[config.mk]
export PLATFORM = sky130hd
export DESIGN_NAME = sso_sensor_flat
export DESIGN_NICKNAME = d
export VERILOG_FILES = /design/src/design/sso_pkg.sv /design/src/design/sso_link_if.sv /design/src/design/sso_sensor.sv /design/src/flat_wrapper.sv
export VERILOG_INCLUDE_DIRS = /design/src /design/src/design
export SDC_FILE = /design/constraint.sdc
export NUM_CORES = 1
export LEC_CHECK = 0
export BUFFER_PORTS_ARGS = -buffer_cell sky130_fd_sc_hd__buf_2
export CORE_ASPECT_RATIO = 0.7
export CORE_MARGIN = 3
export CORE_UTILIZATION = 40
export DETAILED_ROUTE_END_ITERATION = 10
export PLACE_DENSITY = 0.65
export SLEW_MARGIN = 25
export SYNTH_ARGS = -nofsm -noshare
export SYNTH_HDL_FRONTEND = slang
export SYNTH_SLANG_ARGS = --single-unit
export TNS_END_PERCENT = 100
[constraint.sdc]
create_clock -name clk -period 5 [get_ports clk]
set_input_delay 0 -clock clk [delete_from_list [all_inputs] [get_ports clk]]
set_output_delay 0 -clock clk [all_outputs]
set_load 0.005 [all_outputs]
[src/design/sso_regs.svh]
// Timing counts, chain limits and register map for the safety output chain.
// Assumes a 20 MHz system clock shared by the sensor and monitor ends.
`ifndef SSO_REGS_SVH
`define SSO_REGS_SVH

// ****************************************************************
// Clock rate
// ****************************************************************
`define SSO_CLK_KHZ 20000

// ****************************************************************
// Self-test pulse timing of the sensor outputs
// ****************************************************************
`define SSO_TEST_PULSE_US 250
`define SSO_TEST_PULSE_CYC ((`SSO_TEST_PULSE_US * `SSO_CLK_KHZ) / 1000)
`define SSO_TEST_PERIOD_MS 10
`define SSO_TEST_PERIOD_CYC (`SSO_TEST_PERIOD_MS * `SSO_CLK_KHZ)

// ****************************************************************
// Monitor tolerances
// ****************************************************************
`define SSO_BLANK_MS 1
`define SSO_BLANK_CYC (`SSO_BLANK_MS * `SSO_CLK_KHZ)
`define SSO_DISCREP_MS 100
`define SSO_DISCREP_CYC (`SSO_DISCREP_MS * `SSO_CLK_KHZ)

// ****************************************************************
// Chain limit and timer width
// ****************************************************************
`define SSO_MAX_CHAIN 31
`define SSO_POS_W 5
`define SSO_CNT_W 24

// ****************************************************************
// Monitor register map
// ****************************************************************
`define SSO_REG_CTRL 4'h0
`define SSO_REG_STATUS 4'h4
`define SSO_CTRL_DIAG_RESET 0
`define SSO_CTRL_CLR_FAULT 1
`define SSO_ST_ENABLE 0
`define SSO_ST_DISCREP 1
`define SSO_ST_CHAIN_FAULT 2
`define SSO_ST_CH_A 3
`define SSO_ST_CH_B 4

`endif

[src/design/sso_pkg.sv]
// Types shared by the sensor end and the monitor end of the chain.
// Assumes the constants header is included by each user where needed.
package sso_pkg;

  // Output enabling behaviour selected by the sensor's variant straps.
  typedef enum logic [1:0] {
    VAR_PLAIN = 2'b00,
    VAR_AUTO_RESET = 2'b01,
    VAR_MANUAL_RESET = 2'b10
  } sso_variant_e;

  // Enable state machine, Gray coded along off, armed, on.
  typedef enum logic [1:0] {
    ST_OFF = 2'b00,
    ST_ARMED = 2'b01,
    ST_ON = 2'b11
  } sso_state_e;

endpackage

[src/design/sso_link_if.sv]
// Link between the first sensor of a chain and the monitor with gateway.
// Assumes both ends run on the same clock; the bench joins them here.
`timescale 1ns/1ps

interface sso_link_if (
  input wire logic clk
);
  logic safetyOutA;
  logic safetyOutB;
  logic diagStatus;
  logic diagResetCmd;

  modport sensor (
    input clk,
    output safetyOutA,
    output safetyOutB,
    output diagStatus,
    input diagResetCmd
  );

  modport monitor (
    input clk,
    input safetyOutA,
    input safetyOutB,
    input diagStatus,
    output diagResetCmd
  );
endinterface

[src/design/sso_sensor.sv]
// Output and chaining logic of one contactless safety sensor.
// Assumes synchronous inputs, the link towards the monitor on one side and
// the chain inputs, straps and buttons as plain ports on the other.
//
// The implementer's own choices: the placing of the registers and the strobed register port.
`timescale 1ns/1ps
`include "sso_regs.svh"

module sso_sensor import sso_pkg::*; #(
  parameter int TEST_PULSE_CYC = `SSO_TEST_PULSE_CYC,
  parameter int TEST_PERIOD_CYC = `SSO_TEST_PERIOD_CYC
) (
  // Clock and reset.
  input wire logic clk,
  input wire logic rst,
  // Link towards the monitor and gateway, or the previous member.
  sso_link_if.sensor link,
  // Chain inputs from the next member, or supply on the last one.
  input wire logic safetyInA,
  input wire logic safetyInB,
  // Sensing head.
  input wire logic actuatorPresent,
  // Variant and option straps.
  input wire sso_variant_e variant,
  input wire logic estopMonEnable,
  input wire logic [`SSO_POS_W-1:0] chainPos,
  // Contactor feedback loop and buttons.
  input wire logic feedbackClosed,
  input wire logic resetButton,
  input wire logic estopHealthy,
  input wire logic ackButton,
  // Diagnostic daisy chain towards the next member.
  input wire logic diagFromNext,
  output logic diagResetToNext,
  // Contactor drives and status.
  output logic contactorFirst,
  output logic contactorSecond,
  output logic estopFault,
  output logic outputsOn
);

  // ****************************************************************
  // Self-test pulse timing
  // ****************************************************************
  localparam logic [`SSO_CNT_W-1:0] PulseW = `SSO_CNT_W'(TEST_PULSE_CYC);
  localparam logic [`SSO_CNT_W-1:0] PeriodLast =
    `SSO_CNT_W'(TEST_PERIOD_CYC - 1);
  localparam logic [`SSO_CNT_W-1:0] HalfPeriod =
    `SSO_CNT_W'(TEST_PERIOD_CYC / 2);

  logic [`SSO_CNT_W-1:0] testCnt_q;
  logic [`SSO_CNT_W-1:0] testCnt_d;
  wire logic pulseA;
  wire logic pulseB;

  // staggered test pulses
  // Channel A is tested at the start of the period and channel B half a
  // period later, so a short between the channels shows at the monitor as
  // a channel that never drops.
  assign testCnt_d = (testCnt_q >= PeriodLast) ? '0 : testCnt_q + 1'b1;
  assign pulseA = (testCnt_q < PulseW);
  assign pulseB = (testCnt_q >= HalfPeriod) &&
                  (testCnt_q < HalfPeriod + PulseW);

  // ****************************************************************
  // Enabling conditions
  // ****************************************************************
  logic estopFault_q;
  logic estopFault_d;
  logic btnPrev_q;
  sso_state_e state_q;
  sso_state_e state_d;
  wire logic chainOk;
  wire logic guardOk;
  wire logic diagEnabled;
  wire logic estopClear;
  wire logic btnRelease;

  // chain end supplied
  // On the last member both inputs are tied to supply, so only the own
  // actuator and the latched stop chain fault decide.
  assign chainOk = safetyInA & safetyInB;
  assign guardOk = chainOk & actuatorPresent & ~estopFault_q;

  // chain position range
  // Position zero means the member has no serial diagnostics; positions
  // one to the maximum count are the valid chain slots.
  assign diagEnabled = (chainPos != '0) &&
                       (chainPos <= `SSO_POS_W'(`SSO_MAX_CHAIN));

  // diagnostic reset command
  // The clear works only while the stop chain is healthy again; a fault
  // still present is set in the same cycle and wins over the clear.
  assign estopClear = ackButton | (link.diagResetCmd & diagEnabled);
  assign estopFault_d = estopMonEnable &
                        (~estopHealthy | (estopFault_q & ~estopClear));

  assign btnRelease = btnPrev_q & ~resetButton;

  // ****************************************************************
  // Enable state machine
  // ****************************************************************
  // The feedback loop is only judged while the contactors are dropped;
  // once they pull in, their break contacts open on purpose.
  always_comb begin
    state_d = state_q;
    case (state_q)
      ST_OFF: begin
        if (guardOk) begin
          case (variant)
            VAR_PLAIN: begin
              state_d = ST_ON;
            end
            // level, no edge
            // A button in the loop simply closes it, so no edge is seen.
            VAR_AUTO_RESET: begin
              if (feedbackClosed) begin
                state_d = ST_ON;
              end
            end
            VAR_MANUAL_RESET: begin
              if (feedbackClosed && resetButton) begin
                state_d = ST_ARMED;
              end
            end
            default: begin
              state_d = ST_OFF;
            end
          endcase
        end
      end
      ST_ARMED: begin
        if (!guardOk || !feedbackClosed) begin
          state_d = ST_OFF;
        end else if (btnRelease) begin
          state_d = ST_ON;
        end
      end
      ST_ON: begin
        if (!guardOk) begin
          state_d = ST_OFF;
        end
      end
      default: begin
        state_d = ST_OFF;
      end
    endcase
  end

  // ****************************************************************
  // Output stage
  // ****************************************************************
  logic outA_q;
  logic outB_q;
  logic on_q;
  logic diagStatus_q;
  logic diagReset_q;
  wire logic onNow;

  // Enabling is gated by the current guard state as well, so an opening
  // drops the outputs at the very next edge, never a cycle later.
  assign onNow = (state_d == ST_ON) && guardOk;

  // one stage per member
  // Each member re-registers the chain, adding its own reaction time.
  always_ff @(posedge clk) begin
    if (rst) begin
      testCnt_q <= '0;
      state_q <= ST_OFF;
      btnPrev_q <= 1'b0;
      estopFault_q <= 1'b0;
      outA_q <= 1'b0;
      outB_q <= 1'b0;
      on_q <= 1'b0;
    end else begin
      testCnt_q <= testCnt_d;
      state_q <= state_d;
      btnPrev_q <= resetButton;
      estopFault_q <= estopFault_d;
      outA_q <= onNow & ~pulseA;
      outB_q <= onNow & ~pulseB;
      on_q <= onNow;
    end
  end

  // diagnostic daisy chain
  // Status of this member merges with the members behind it, and the
  // gateway's reset command travels on towards them one stage per member.
  always_ff @(posedge clk) begin
    if (rst) begin
      diagStatus_q <= 1'b0;
      diagReset_q <= 1'b0;
    end else begin
      diagStatus_q <= diagEnabled & (estopFault_q | ~guardOk | diagFromNext);
      diagReset_q <= link.diagResetCmd & diagEnabled;
    end
  end

  // ****************************************************************
  // Port drives
  // ****************************************************************
  // The contactor drives mirror the safety outputs, test pulses included;
  // positive-action contactors ride through the short dips.
  assign link.safetyOutA = outA_q;
  assign link.safetyOutB = outB_q;
  assign link.diagStatus = diagStatus_q;
  assign contactorFirst = outA_q;
  assign contactorSecond = outB_q;
  assign estopFault = estopFault_q;
  assign outputsOn = on_q;
  assign diagResetToNext = diagReset_q;
endmodule

[src/flat_wrapper.sv]
// flat-port wrapper written by rule: the top's interface ports become plain ports
module sso_sensor_flat import sso_pkg::*;
#(
  parameter int TEST_PULSE_CYC = `SSO_TEST_PULSE_CYC,
  parameter int TEST_PERIOD_CYC = `SSO_TEST_PERIOD_CYC
)
  (clk, rst, safetyInA, safetyInB, actuatorPresent, variant, estopMonEnable, chainPos, feedbackClosed, resetButton, estopHealthy, ackButton, diagFromNext, diagResetToNext, contactorFirst, contactorSecond, estopFault, outputsOn, link_safetyOutA, link_safetyOutB, link_diagStatus, link_diagResetCmd);
  sso_link_if link_i (.clk(clk));
  input wire logic clk;
  input wire logic rst;
  input wire logic safetyInA;
  input wire logic safetyInB;
  input wire logic actuatorPresent;
  input wire sso_variant_e variant;
  input wire logic estopMonEnable;
  input wire logic [`SSO_POS_W-1:0] chainPos;
  input wire logic feedbackClosed;
  input wire logic resetButton;
  input wire logic estopHealthy;
  input wire logic ackButton;
  input wire logic diagFromNext;
  output logic diagResetToNext;
  output logic contactorFirst;
  output logic contactorSecond;
  output logic estopFault;
  output logic outputsOn;
  output wire logic [$bits(link_i.safetyOutA)-1:0] link_safetyOutA;
  output wire logic [$bits(link_i.safetyOutB)-1:0] link_safetyOutB;
  output wire logic [$bits(link_i.diagStatus)-1:0] link_diagStatus;
  input wire logic [$bits(link_i.diagResetCmd)-1:0] link_diagResetCmd;
  assign link_safetyOutA = link_i.safetyOutA;
  assign link_safetyOutB = link_i.safetyOutB;
  assign link_diagStatus = link_i.diagStatus;
  assign link_i.diagResetCmd = link_diagResetCmd;
  sso_sensor #(.TEST_PULSE_CYC(TEST_PULSE_CYC), .TEST_PERIOD_CYC(TEST_PERIOD_CYC)) u_core (.clk(clk), .rst(rst), .link(link_i), .safetyInA(safetyInA), .safetyInB(safetyInB), .actuatorPresent(actuatorPresent), .variant(variant), .estopMonEnable(estopMonEnable), .chainPos(chainPos), .feedbackClosed(feedbackClosed), .resetButton(resetButton), .estopHealthy(estopHealthy), .ackButton(ackButton), .diagFromNext(diagFromNext), .diagResetToNext(diagResetToNext), .contactorFirst(contactorFirst), .contactorSecond(contactorSecond), .estopFault(estopFault), .outputsOn(outputsOn));
endmodule
==> results of run 1 <==
-- per-layer routing --
metal,routed length [µm],vias up
li1,-,648
met1,1520,590
met2,1550,32
met3,191,8
met4,59,0
met5,0,-
-- worst max-delay path, cell delays in order, from the launching register on --
cell,delay (ps)
dfxtp_1,380
ha_1,200
nand3_1,260
o211a_1,350
nor3_2,500
buf_4,300
nor3_1,70
-- power by group through the flow --
stage	combinational, µW	sequential [µW]	clock (µW)
6_report	20.4	270	255
5_1_grt	22.6	270	275
3_5_place_dp	16.5	275	0
4_1_cts	19.9	269	260
3_3_place_gp	15.5	275	0
2_1_floorplan	6.03	275	0
-- worst max path at each step --
stage | startpoint | endpoint | slack [ps]
after CTS | u_core.testCnt_q[0]$_SDFF_PP0_ | u_core.testCnt_q[4]$_SDFF_PP0_ | 2790
final | u_core.testCnt_q[0]$_SDFF_PP0_ | u_core.testCnt_q[4]$_SDFF_PP0_ | 2810
after global routing | u_core.testCnt_q[0]$_SDFF_PP0_ | u_core.testCnt_q[4]$_SDFF_PP0_ | 2630
after detailed placement | u_core.testCnt_q[0]$_SDFF_PP0_ | u_core.testCnt_q[4]$_SDFF_PP0_ | 2810
after floorplan | u_core.testCnt_q[0]$_SDFF_PP0_ | u_core.testCnt_q[7]$_SDFF_PP0_ | 3150
after global placement | u_core.testCnt_q[0]$_SDFF_PP0_ | u_core.testCnt_q[7]$_SDFF_PP0_ | 2910
-- area by class of cell --
class / count / area share (%)
Clock buffer: 7 / 4.67
Timing Repair Buffer: 33 / 10.7
Inverter: 8 / 1.63
Tap cell: 50 / 3.39
Sequential cell: 33 / 35.8
Clock inverter: 1 / 1.63
Multi-Input combinational cell: 117 / 42.2
-- flip-flops by register name (all words and copies together), names as in the netlist --
| signal | flops |
|---|---|
| u_core.state_q | 2 |
| u_core.contactorSecond | 1 |
| u_core.outputsOn | 1 |
| u_core.testCnt_q | 24 |
| u_core.estopFault | 1 |
| u_core.btnPrev_q | 1 |
| u_core.diagResetToNext | 1 |
| u_core.contactorFirst | 1 |
| u_core.link.diagStatus | 1 |
-- cell usage in the layout (no fill, tap or decap), types with 8 or more instances in the layout --
cell type,n
nor4_1,8
nor3_2,10
nor2_1,11
nor3_1,13
inv_1,8
dfxtp_1,33
buf_2,26
xnor2_1,13
-- kinds of logic (layout without fill, tap and decap cells) --
kind of cell	after synthesis	count (layout)	share of synthesized area [%]
buf+inv	19	49	6.58
xor+xnor	14	14	8.06
other cells	1	6	0.246
flops	33	33	43.4
simple gates	73	73	30.1
fa+ha+maj	1	1	0.822
compound gates	23	23	10.8
-- stage by stage --
stage	total power [µW]	instances	utilization, %	hold WS (ps)	worst slack (ps)
CTS	549	249	51.6	19.0	2790
floorplan	281	169	-	71.6	3150
global route	567	249	51.6	47.7	2630
finish	545	249	51.6	36.6	2810
detailed placement	292	235	46.6	183	2810
global placement	291	235	46.6	177	2910
==> run metrics, run 1 <==
ys async rst share 0%; Core Area 3580 µm²; P per Cell Area 295 nW/µm²; Max-Cap Viols 0; r2r startpoint u_core.testCnt_q[0]$_SDFF_PP0_; ant diodes 0; met2 global-route usage 24.3%; initial core utilization 42.5%; Setup TNS 0 ps; die area 4590 µm²; CTS tree built; Worst Path Max Fanout 11; Setup Buffers After CTS 0; share of the synthesized area in the top cell type 43.4%; synthesized flop and latch total 33; # resized after CTS 0; global routing's busiest layer met2; R2R depth 6; Yosys cell types 42; Reg clk slew, reported paths 60 ps; largest net degree at the start of global routing 20; internal cell power 442 µW; Worst Hold Class input port to flip-flop; most frequent cell after synthesis dfxtp_1; number of synthesized flops with an enable pin 0; drt wl/cell 13.3 µm; fill count 329; HPWL after DPL 2.37 mm; Ports 27; PortBufs 26; hold depth 3; worst hold endpoint u_core.diagResetToNext$_SDFF_PP0_; fmax 457 MHz; Peak VDD IR 0.209 mV; run status complete, no violations; clock share of power 46.8%; Post-layout nets 218; detailed-route wire length 3.31 mm; critical path launch point type flip-flop; CP required 5160 ps; Die Y 57.6 µm; drt drc 0; GR Util met3 6.94%; R2R Path End u_core.testCnt_q[4]$_SDFF_PP0_; DIE WIDTH 79.7 µm; critical path class flip-flop to flip-flop; HP Start link_diagResetCmd; switch share 18.9%; antenna violations before repair 0; H-tree lvl count 2; post-route ant nets 0; Reg power frac 49.4%; worst-skew pair later-pin latency 290 ps; GRT Resource Usage Total 15.9%; root buffer selected by CTS clkbuf_8; commonest cells in the netlist dfxtp_1 (33), nor3_1 (13), xnor2_1 (13), nor2_1 (11), nor3_2 (10); Post-Layout Inst Area 1850 µm²; Logic pwr share 3.7%; Worst-Margin Slew 651 ps; Leak 0.000650 µW; Yosys top cell by area dfxtp_1; Setup Viol. Count Final 0; gr ovfl total 0; drt via density 5.13; met1 Resource Use GR 19.6%; unrepaired setup endpoints after global routing no; Worst Skew 3.73 ps; Synth area leaders dfxtp_1 (43%), xnor2_1 (7.5%), nor3_2 (6.6%); final hold violation count 0; register area 661 µm²; Top FF cell, synth dfxtp_1; vias in the first global route 1289; crit path time final 2190 ps; Arr. time, crit path 2350 ps; global-route wire length before repair 5.60 mm; area grow syn2layout 21.4%; Max-slew headroom 56.2%; GPL Wtd Cong 0.858; Hold-fix buffers, CTS 6; share of cells above drive strength 1 23.6%; footprint of the multi-input gates 779 µm²; Max clock buf depth 2; drt first-iter violations 99; post-synthesis sequential area ratio 43.4%; placed inst area 1670 µm²; CTS Buf Count 5; CP endpoint kind flip-flop; Post-Syn Instances 164; Switch Pwr 103 µW; vias 1278; Synth warnings 0; Mapped Area 1520 µm²; Slew Limit Fails 0; period utilization 43.8%; clock sink total 33; DR pass1 iterations 4; Mean Syn Cell Area 9.28 µm²; R2R setup slack 2810 ps; Std-Cell Rows 18
No activity file was read; power rests on OpenSTA's default activity.
==> run 2, diff against run 1 <==
==> constraint.sdc (replaced) <==
create_clock -name clk -period 2.15 [get_ports clk]
set_input_delay 0 -clock clk [delete_from_list [all_inputs] [get_ports clk]]
set_output_delay 0 -clock clk [all_outputs]
set_load 0.005 [all_outputs]
==> run 2 against run 1 <==
- critical path depth decreased by 2
- die area unchanged
- sequential share of layout area unchanged
- sequential cell count unchanged
- first-iteration DRC count increased by 13%
==> run metrics, run 2 (same netlist as run 1, synthesis figures left out) <==
Slew Limit Fails 0 (unchanged); global-route wire length before repair 5.44 mm (-2.8%); drt wl/cell 12.5 µm (-6.1%); GR Util met3 4.42% (-2.5 points); DR pass1 iterations 4 (unchanged); critical path launch point type flip-flop; Reg clk slew, reported paths 70 ps (about the same); drt via density 5.09 (-0.73%); CTS tree built; H-tree lvl count 2 (unchanged); CP endpoint kind flip-flop; Worst-Margin Slew 513 ps (-137 ps); commonest non-fill, non-tap cell in the layout dfxtp_1; unrepaired setup endpoints after global routing no; ant diodes 0 (unchanged); r2r startpoint u_core.testCnt_q[22]$_SDFF_PP0_; Ports 27 (unchanged); met2 global-route usage 22.8% (-1.4 points); drt first-iter violations 112 (+13%); most used cell, CP or4_4; Max-Cap Viols 0 (unchanged); Largest regs u_core.testCnt_q: 24 flops, u_core.state_q: 2 flops; Post-layout nets 222 (+1.8%); crit path time final 1890 ps (-302 ps); vias in the first global route 1235 (-4.2%); CTS Buf Count 5 (unchanged); # resized after CTS 0 (unchanged); Die Y 57.6 µm (unchanged); Max clock buf depth 2 (unchanged); Worst setup startpoint u_core.testCnt_q[22]$_SDFF_PP0_; detailed-route wire length 3.16 mm (-4.6%); root buffer selected by CTS clkbuf_8; P per Cell Area 603 nW/µm² (+100%); Worst Path Max Fanout 19 (+8); DIE WIDTH 79.7 µm (unchanged); final core occ 51.6% (unchanged); Reg with most FFs u_core.testCnt_q; share of cells above drive strength 1 25.6% (+2.0 points); global routing's busiest layer met2; Crit path max-delay family simple AND/OR/NAND/NOR gates; fill count 313 (-4.9%); Setup TNS 0 ps (unchanged); PortBufs 26 (unchanged); antenna violations before repair 0 (unchanged); met1 Resource Use GR 19.7% (+0.14 points); post-route ant nets 0 (unchanged); largest net degree at the start of global routing 20 (unchanged); die area 4590 µm² (unchanged); Setup Viol. Count Final 0 (unchanged); HPWL after DPL 2.31 mm (-2.4%); Peak VDD IR 0.341 mV (+63%); Setup Buffers After CTS 0 (unchanged); Leak 0.000650 µW (about the same); GRT Resource Usage Total 15.3% (-0.66 points); gr ovfl total 0 (unchanged); Std-Cell Rows 18 (unchanged); CP Buf/Inv Count 0 (-1); Arr. time, crit path 2090 ps (-260 ps); GPL Wtd Cong 0.832 (-3.0%); final hold violation count 0 (unchanged); Core Area 3580 µm² (unchanged); Hold-fix buffers, CTS 6 (unchanged); drt drc 0 (unchanged); Max-slew headroom 65.5% (+9.2 points); critical path class flip-flop to flip-flop; area grow syn2layout 21.4% (unchanged); period utilization 87.7% (+44 points); fmax 530 MHz (+16%); Worst Hold Class input port to flip-flop; Worst Skew 4.34 ps (+0.605 ps); cell chain of the critical path or4_4, or4_4, a211o_1, o21ai_1; CP required 2360 ps (-2800 ps); run status complete, no violations; CP max stage delay 590 ps (+90 ps); HP Start chainPos[4]; worst-skew pair later-pin latency 280 ps (about the same); Max stage delay cell, worst path or4_4; Largest register FFs 24 (unchanged); initial core utilization 42.5% (unchanged); clock sink total 33 (unchanged); most frequent cells in the layout dfxtp_1 (33), buf_2 (26), nor3_1 (13), xnor2_1 (13), nor2_1 (11); vias 1289 (+0.86%)
==> run 2: changes by cell type in the layout (fill, tap and decap cells not counted) <==
| cell | before | now |
|---|---|---|
| clkbuf_1 | 1 | 0 |
| clkinvlp_4 | 0 | 1 |
| buf_4 | 1 | 5 |
| clkinv_2 | 0 | 2 |
| bufinv_16 | 1 | 0 |
| clkbuf_8 | 6 | 5 |
==> run 2: layout make-up <==
cell class	instances	area, µm²	area share [%]
Multi-Input combinational cell	117	779	42.2
Sequential cell	33	661	35.8
Timing Repair Buffer	37	228	12.3
Clock buffer	5	68.8	3.73
Tap cell	50	62.6	3.39
Inverter	8	30.0	1.63
Clock inverter	3	17.5	0.949
==> run 2: worst min-delay path, stage by stage <==
cell and delay, ps:
buf_2 80, o21ai_0 110, nor2_1 90
==> run 2: final timing paths <==
path	to	slack, ps	depth (start not counted)
max reg2reg	u_core.testCnt_q[16]$_SDFF_PP0_	260	4
min	u_core.diagResetToNext$_SDFF_PP0_	40	3
min reg2reg	u_core.testCnt_q[0]$_SDFF_PP0_	500	1
max	u_core.testCnt_q[16]$_SDFF_PP0_	260	4
==> run 2: power breakdown <==
part           internal, µW  total (µW)  switching [µW]
combinational          28.6        47.2            18.6
clock                   223         440             217
sequential              622         626            3.84
==> run 2: through the flow <==
stage | std cells | area (µm²) | setup slack (ps) | total power, µW | hold WS (ps)
finish | 253 | 1850 | 264 | 1110 | 39.1
global route | 253 | 1850 | 190 | 1160 | 64.6
CTS | 253 | 1850 | 253 | 1120 | 29.0
detailed placement | 239 | 1700 | 261 | 678 | 177
global placement | 239 | 1700 | 324 | 676 | 175
floorplan | 169 | 1540 | 298 | 654 | 71.6
==> run 2: metal layers <==
| metal | vias up | wire [µm] |
|---|---|---|
| met5 | - | 0 |
| met4 | 0 | 56 |
| met3 | 6 | 194 |
| met2 | 41 | 1460 |
| met1 | 585 | 1450 |
| li1 | 657 | - |
==> run 3, diff against run 2 <==
--- a/config.mk
+++ b/config.mk
@@ -7,7 +7,7 @@
 export NUM_CORES = 1
 export LEC_CHECK = 0
 export BUFFER_PORTS_ARGS = -buffer_cell sky130_fd_sc_hd__buf_2
-export CORE_ASPECT_RATIO = 0.7
+export CORE_ASPECT_RATIO = 0.8
 export CORE_MARGIN = 3
 export CORE_UTILIZATION = 40
 export DETAILED_ROUTE_END_ITERATION = 10
==> run 3 against run 2 <==
- maximum frequency down 4.3%
- clock power grew 34%
- die area shrank 0.16%
- combinational power is 8.1% higher
- sequential cell count unchanged
- worst hold slack gained 64 ps
- clock skew decreased by 0.66 ps
- worst setup slack worse by 85 ps
- sequential power barely moved
- non-clock buffer count is 4 higher
- routed wire length increased by 2.4%
==> run metrics, run 3 (same netlist as run 1, synthesis figures left out) <==
Worst Hold Class input port to flip-flop; PortBufs 26 (unchanged); worst hold endpoint u_core.state_q[0]$_SDFF_PP0_; Arr. time, crit path 2140 ps (+50 ps); Max clock buf depth 2 (unchanged); P per Cell Area 664 nW/µm² (+10%); Leak 0.000688 µW (+5.8%); internal cell power 1030 µW (+18%); GPL Wtd Cong 0.876 (+5.2%); Post-layout nets 226 (+1.8%); Placed Cells incl. Taps 232 (-2.9%); Worst Path Max Fanout 3 (-16); HPWL after DPL 2.35 mm (+1.5%); total power 1270 µW (+14%); Die Y 61.2 µm (+6.2%); H-tree lvl count 2 (unchanged); detailed-route wire length 3.24 mm (+2.4%); Largest regs u_core.testCnt_q: 24 flops, u_core.state_q: 2 flops; ant diodes 0 (unchanged); crit path time final 1970 ps (+84.9 ps); most used cell, CP dlygate4sd3_1; root buffer selected by CTS clkbuf_8; vias 1313 (+1.9%); Slew Limit Fails 0 (unchanged); Worst-Margin Slew 536 ps (+22.9 ps); Max-slew headroom 63.9% (-1.5 points); Reg power frac 49.5% (-6.8 points); antenna violations before repair 0 (unchanged); Switch Pwr 233 µW (-2.4%); DIE WIDTH 75.0 µm (-6.0%); final hold violation count 0 (unchanged); area grow syn2layout 25.2%; CTS Buf Count 5 (unchanged); clock sink total 33 (unchanged); drt wl/cell 13.0 µm (+4.0%); Max stage delay cell, worst path dlygate4sd3_1; hold depth 3 (unchanged); commonest non-fill, non-tap cell in the layout dfxtp_1; Crit path max-delay family buffers and inverters; share of cells above drive strength 1 25.1% (-0.49 points); Reg clk slew, reported paths 70 ps (about the same); CP required 2320 ps (-40 ps); worst-skew pair later-pin latency 280 ps (about the same); switch share 18.5% (-3.0 points); clock share of power 46.4% (+6.9 points); period utilization 91.7% (+3.9 points); fmax 507 MHz (-4.3%); cell chain of the critical path nand4b_1, o22ai_1, dlygate4sd3_1, nor2_1, dlygate4sd3_1; Worst Skew 3.68 ps (-0.657 ps); R2R setup slack 180 ps (-80 ps); critical path class flip-flop to flip-flop; post-route ant nets 0 (unchanged); CTS tree built; Logic pwr share 4.0% (-0.2 points); global-route wire length before repair 5.48 mm (+0.62%); unrepaired setup endpoints after global routing no; drt via density 5.27 (+3.5%); Reg with most FFs u_core.testCnt_q; Finished Layout Cells 249 (-1.6%); die area 4580 µm² (-0.16%); Core Area 3540 µm² (-1.1%); drt drc 0 (unchanged); Max-Cap Viols 0 (unchanged); Std-Cell Rows 19 (+1); R2R Path End u_core.link.diagStatus$_SDFF_PP0_; largest net degree at the start of global routing 20 (unchanged); vias in the first global route 1245 (+0.81%); DR pass1 iterations 4 (unchanged); r2r startpoint u_core.estopFault$_SDFF_PP0_; initial core utilization 43.0% (+0.47 points); met2 global-route usage 24.6% (+1.7 points); Setup TNS 0 ps (unchanged); Peak VDD IR 0.509 mV (+50%); run status complete, no violations; CP max stage delay 570 ps (-20 ps); CP Buf/Inv Count 2 (+2); R2R depth 5 (+1); Ports 27 (unchanged); Largest register FFs 24 (unchanged); gr ovfl total 0 (unchanged); HP Start variant[1]; # resized after CTS 0 (unchanged); critical path launch point type flip-flop; most frequent cells in the layout dfxtp_1 (33), buf_2 (26), nor3_1 (13), xnor2_1 (13), nor2_1 (11); drt first-iter violations 58 (-48%); met1 Resource Use GR 21.2% (+1.5 points); CP endpoint kind flip-flop; global routing's busiest layer met2; GR Util met3 5.22% (+0.80 points); GRT Resource Usage Total 16.1% (+0.86 points); Setup Viol. Count Final 0 (unchanged)
==> run 3: changes by cell type in the layout (fill, tap and decap cells not counted), sizes merged <==
cell         change
dlygate4sd3      +3
bufinv           +1
buf              +1
clkinvlp         -1
clkbuf           +2
clkinv           -2
==> run 3: through the flow <==
step / hold WS [ps] / util [%] / worst slack [ps] / cell area, µm²
finish: 103 / 53.8 / 179 / 1900
global route: 114 / 53.8 / 91.1 / 1900
CTS: 90.3 / 53.8 / 205 / 1900
detailed placement: 179 / 47.9 / 303 / 1700
global placement: 174 / 47.9 / 330 / 1700
floorplan: 71.6 / - / 298 / 1540
==> run 3: worst max path at each step <==
stage,from,to,slack (ps),cells after the start
5_1_grt,u_core.estopFault$_SDFF_PP0_,u_core.link.diagStatus$_SDFF_PP0_,90,5
3_3_place_gp,u_core.testCnt_q[22]$_SDFF_PP0_,u_core.testCnt_q[16]$_SDFF_PP0_,330,4
3_5_place_dp,u_core.testCnt_q[22]$_SDFF_PP0_,u_core.testCnt_q[16]$_SDFF_PP0_,300,4
6_report,u_core.estopFault$_SDFF_PP0_,u_core.link.diagStatus$_SDFF_PP0_,180,5
2_1_floorplan,u_core.testCnt_q[0]$_SDFF_PP0_,u_core.testCnt_q[7]$_SDFF_PP0_,300,6
4_1_cts,u_core.estopFault$_SDFF_PP0_,u_core.link.diagStatus$_SDFF_PP0_,200,5
==> run 3: worst reg2reg max path: stages (launching register included) <==
cell and delay (ps):
dfxtp_1 320, nand4b_1 220, o22ai_1 180, dlygate4sd3_1 570, nor2_1 40, dlygate4sd3_1 540
==> run 3: layout make-up <==
class | instances | area, µm²
Multi-Input combinational cell | 117 | 779
Fill cell | 317 | 1640
Sequential cell | 33 | 661
Clock buffer | 7 | 86.3
Tap cell | 42 | 52.6
Clock inverter | 1 | 30.0
Timing Repair Buffer | 41 | 265
Inverter | 8 | 30.0
==> run 3: power by group through the flow <==
stage          Sequential [µW]  Combinational, µW  Clock (µW)
4_1_cts                    627               49.6         604
5_1_grt                    627               57.1         635
2_1_floorplan              640               14.0           0
6_report                   627               51.0         588
3_5_place_dp               640               37.3           0
3_3_place_gp               640               36.3           0
==> run 3: what timing repair did <==
action	CTS	global route
setup buffers	0	0
endpoints found under the hold margin	4	0
hold buffers	9	0
==> run 3: layer usage <==
layer	wire length [µm]	share of wire, %	up-vias
met1	1470	45	622
met4	43	1.3	0
met5	0	0	-
met3	143	4.4	5
li1	-	-	663
met2	1580	49	23
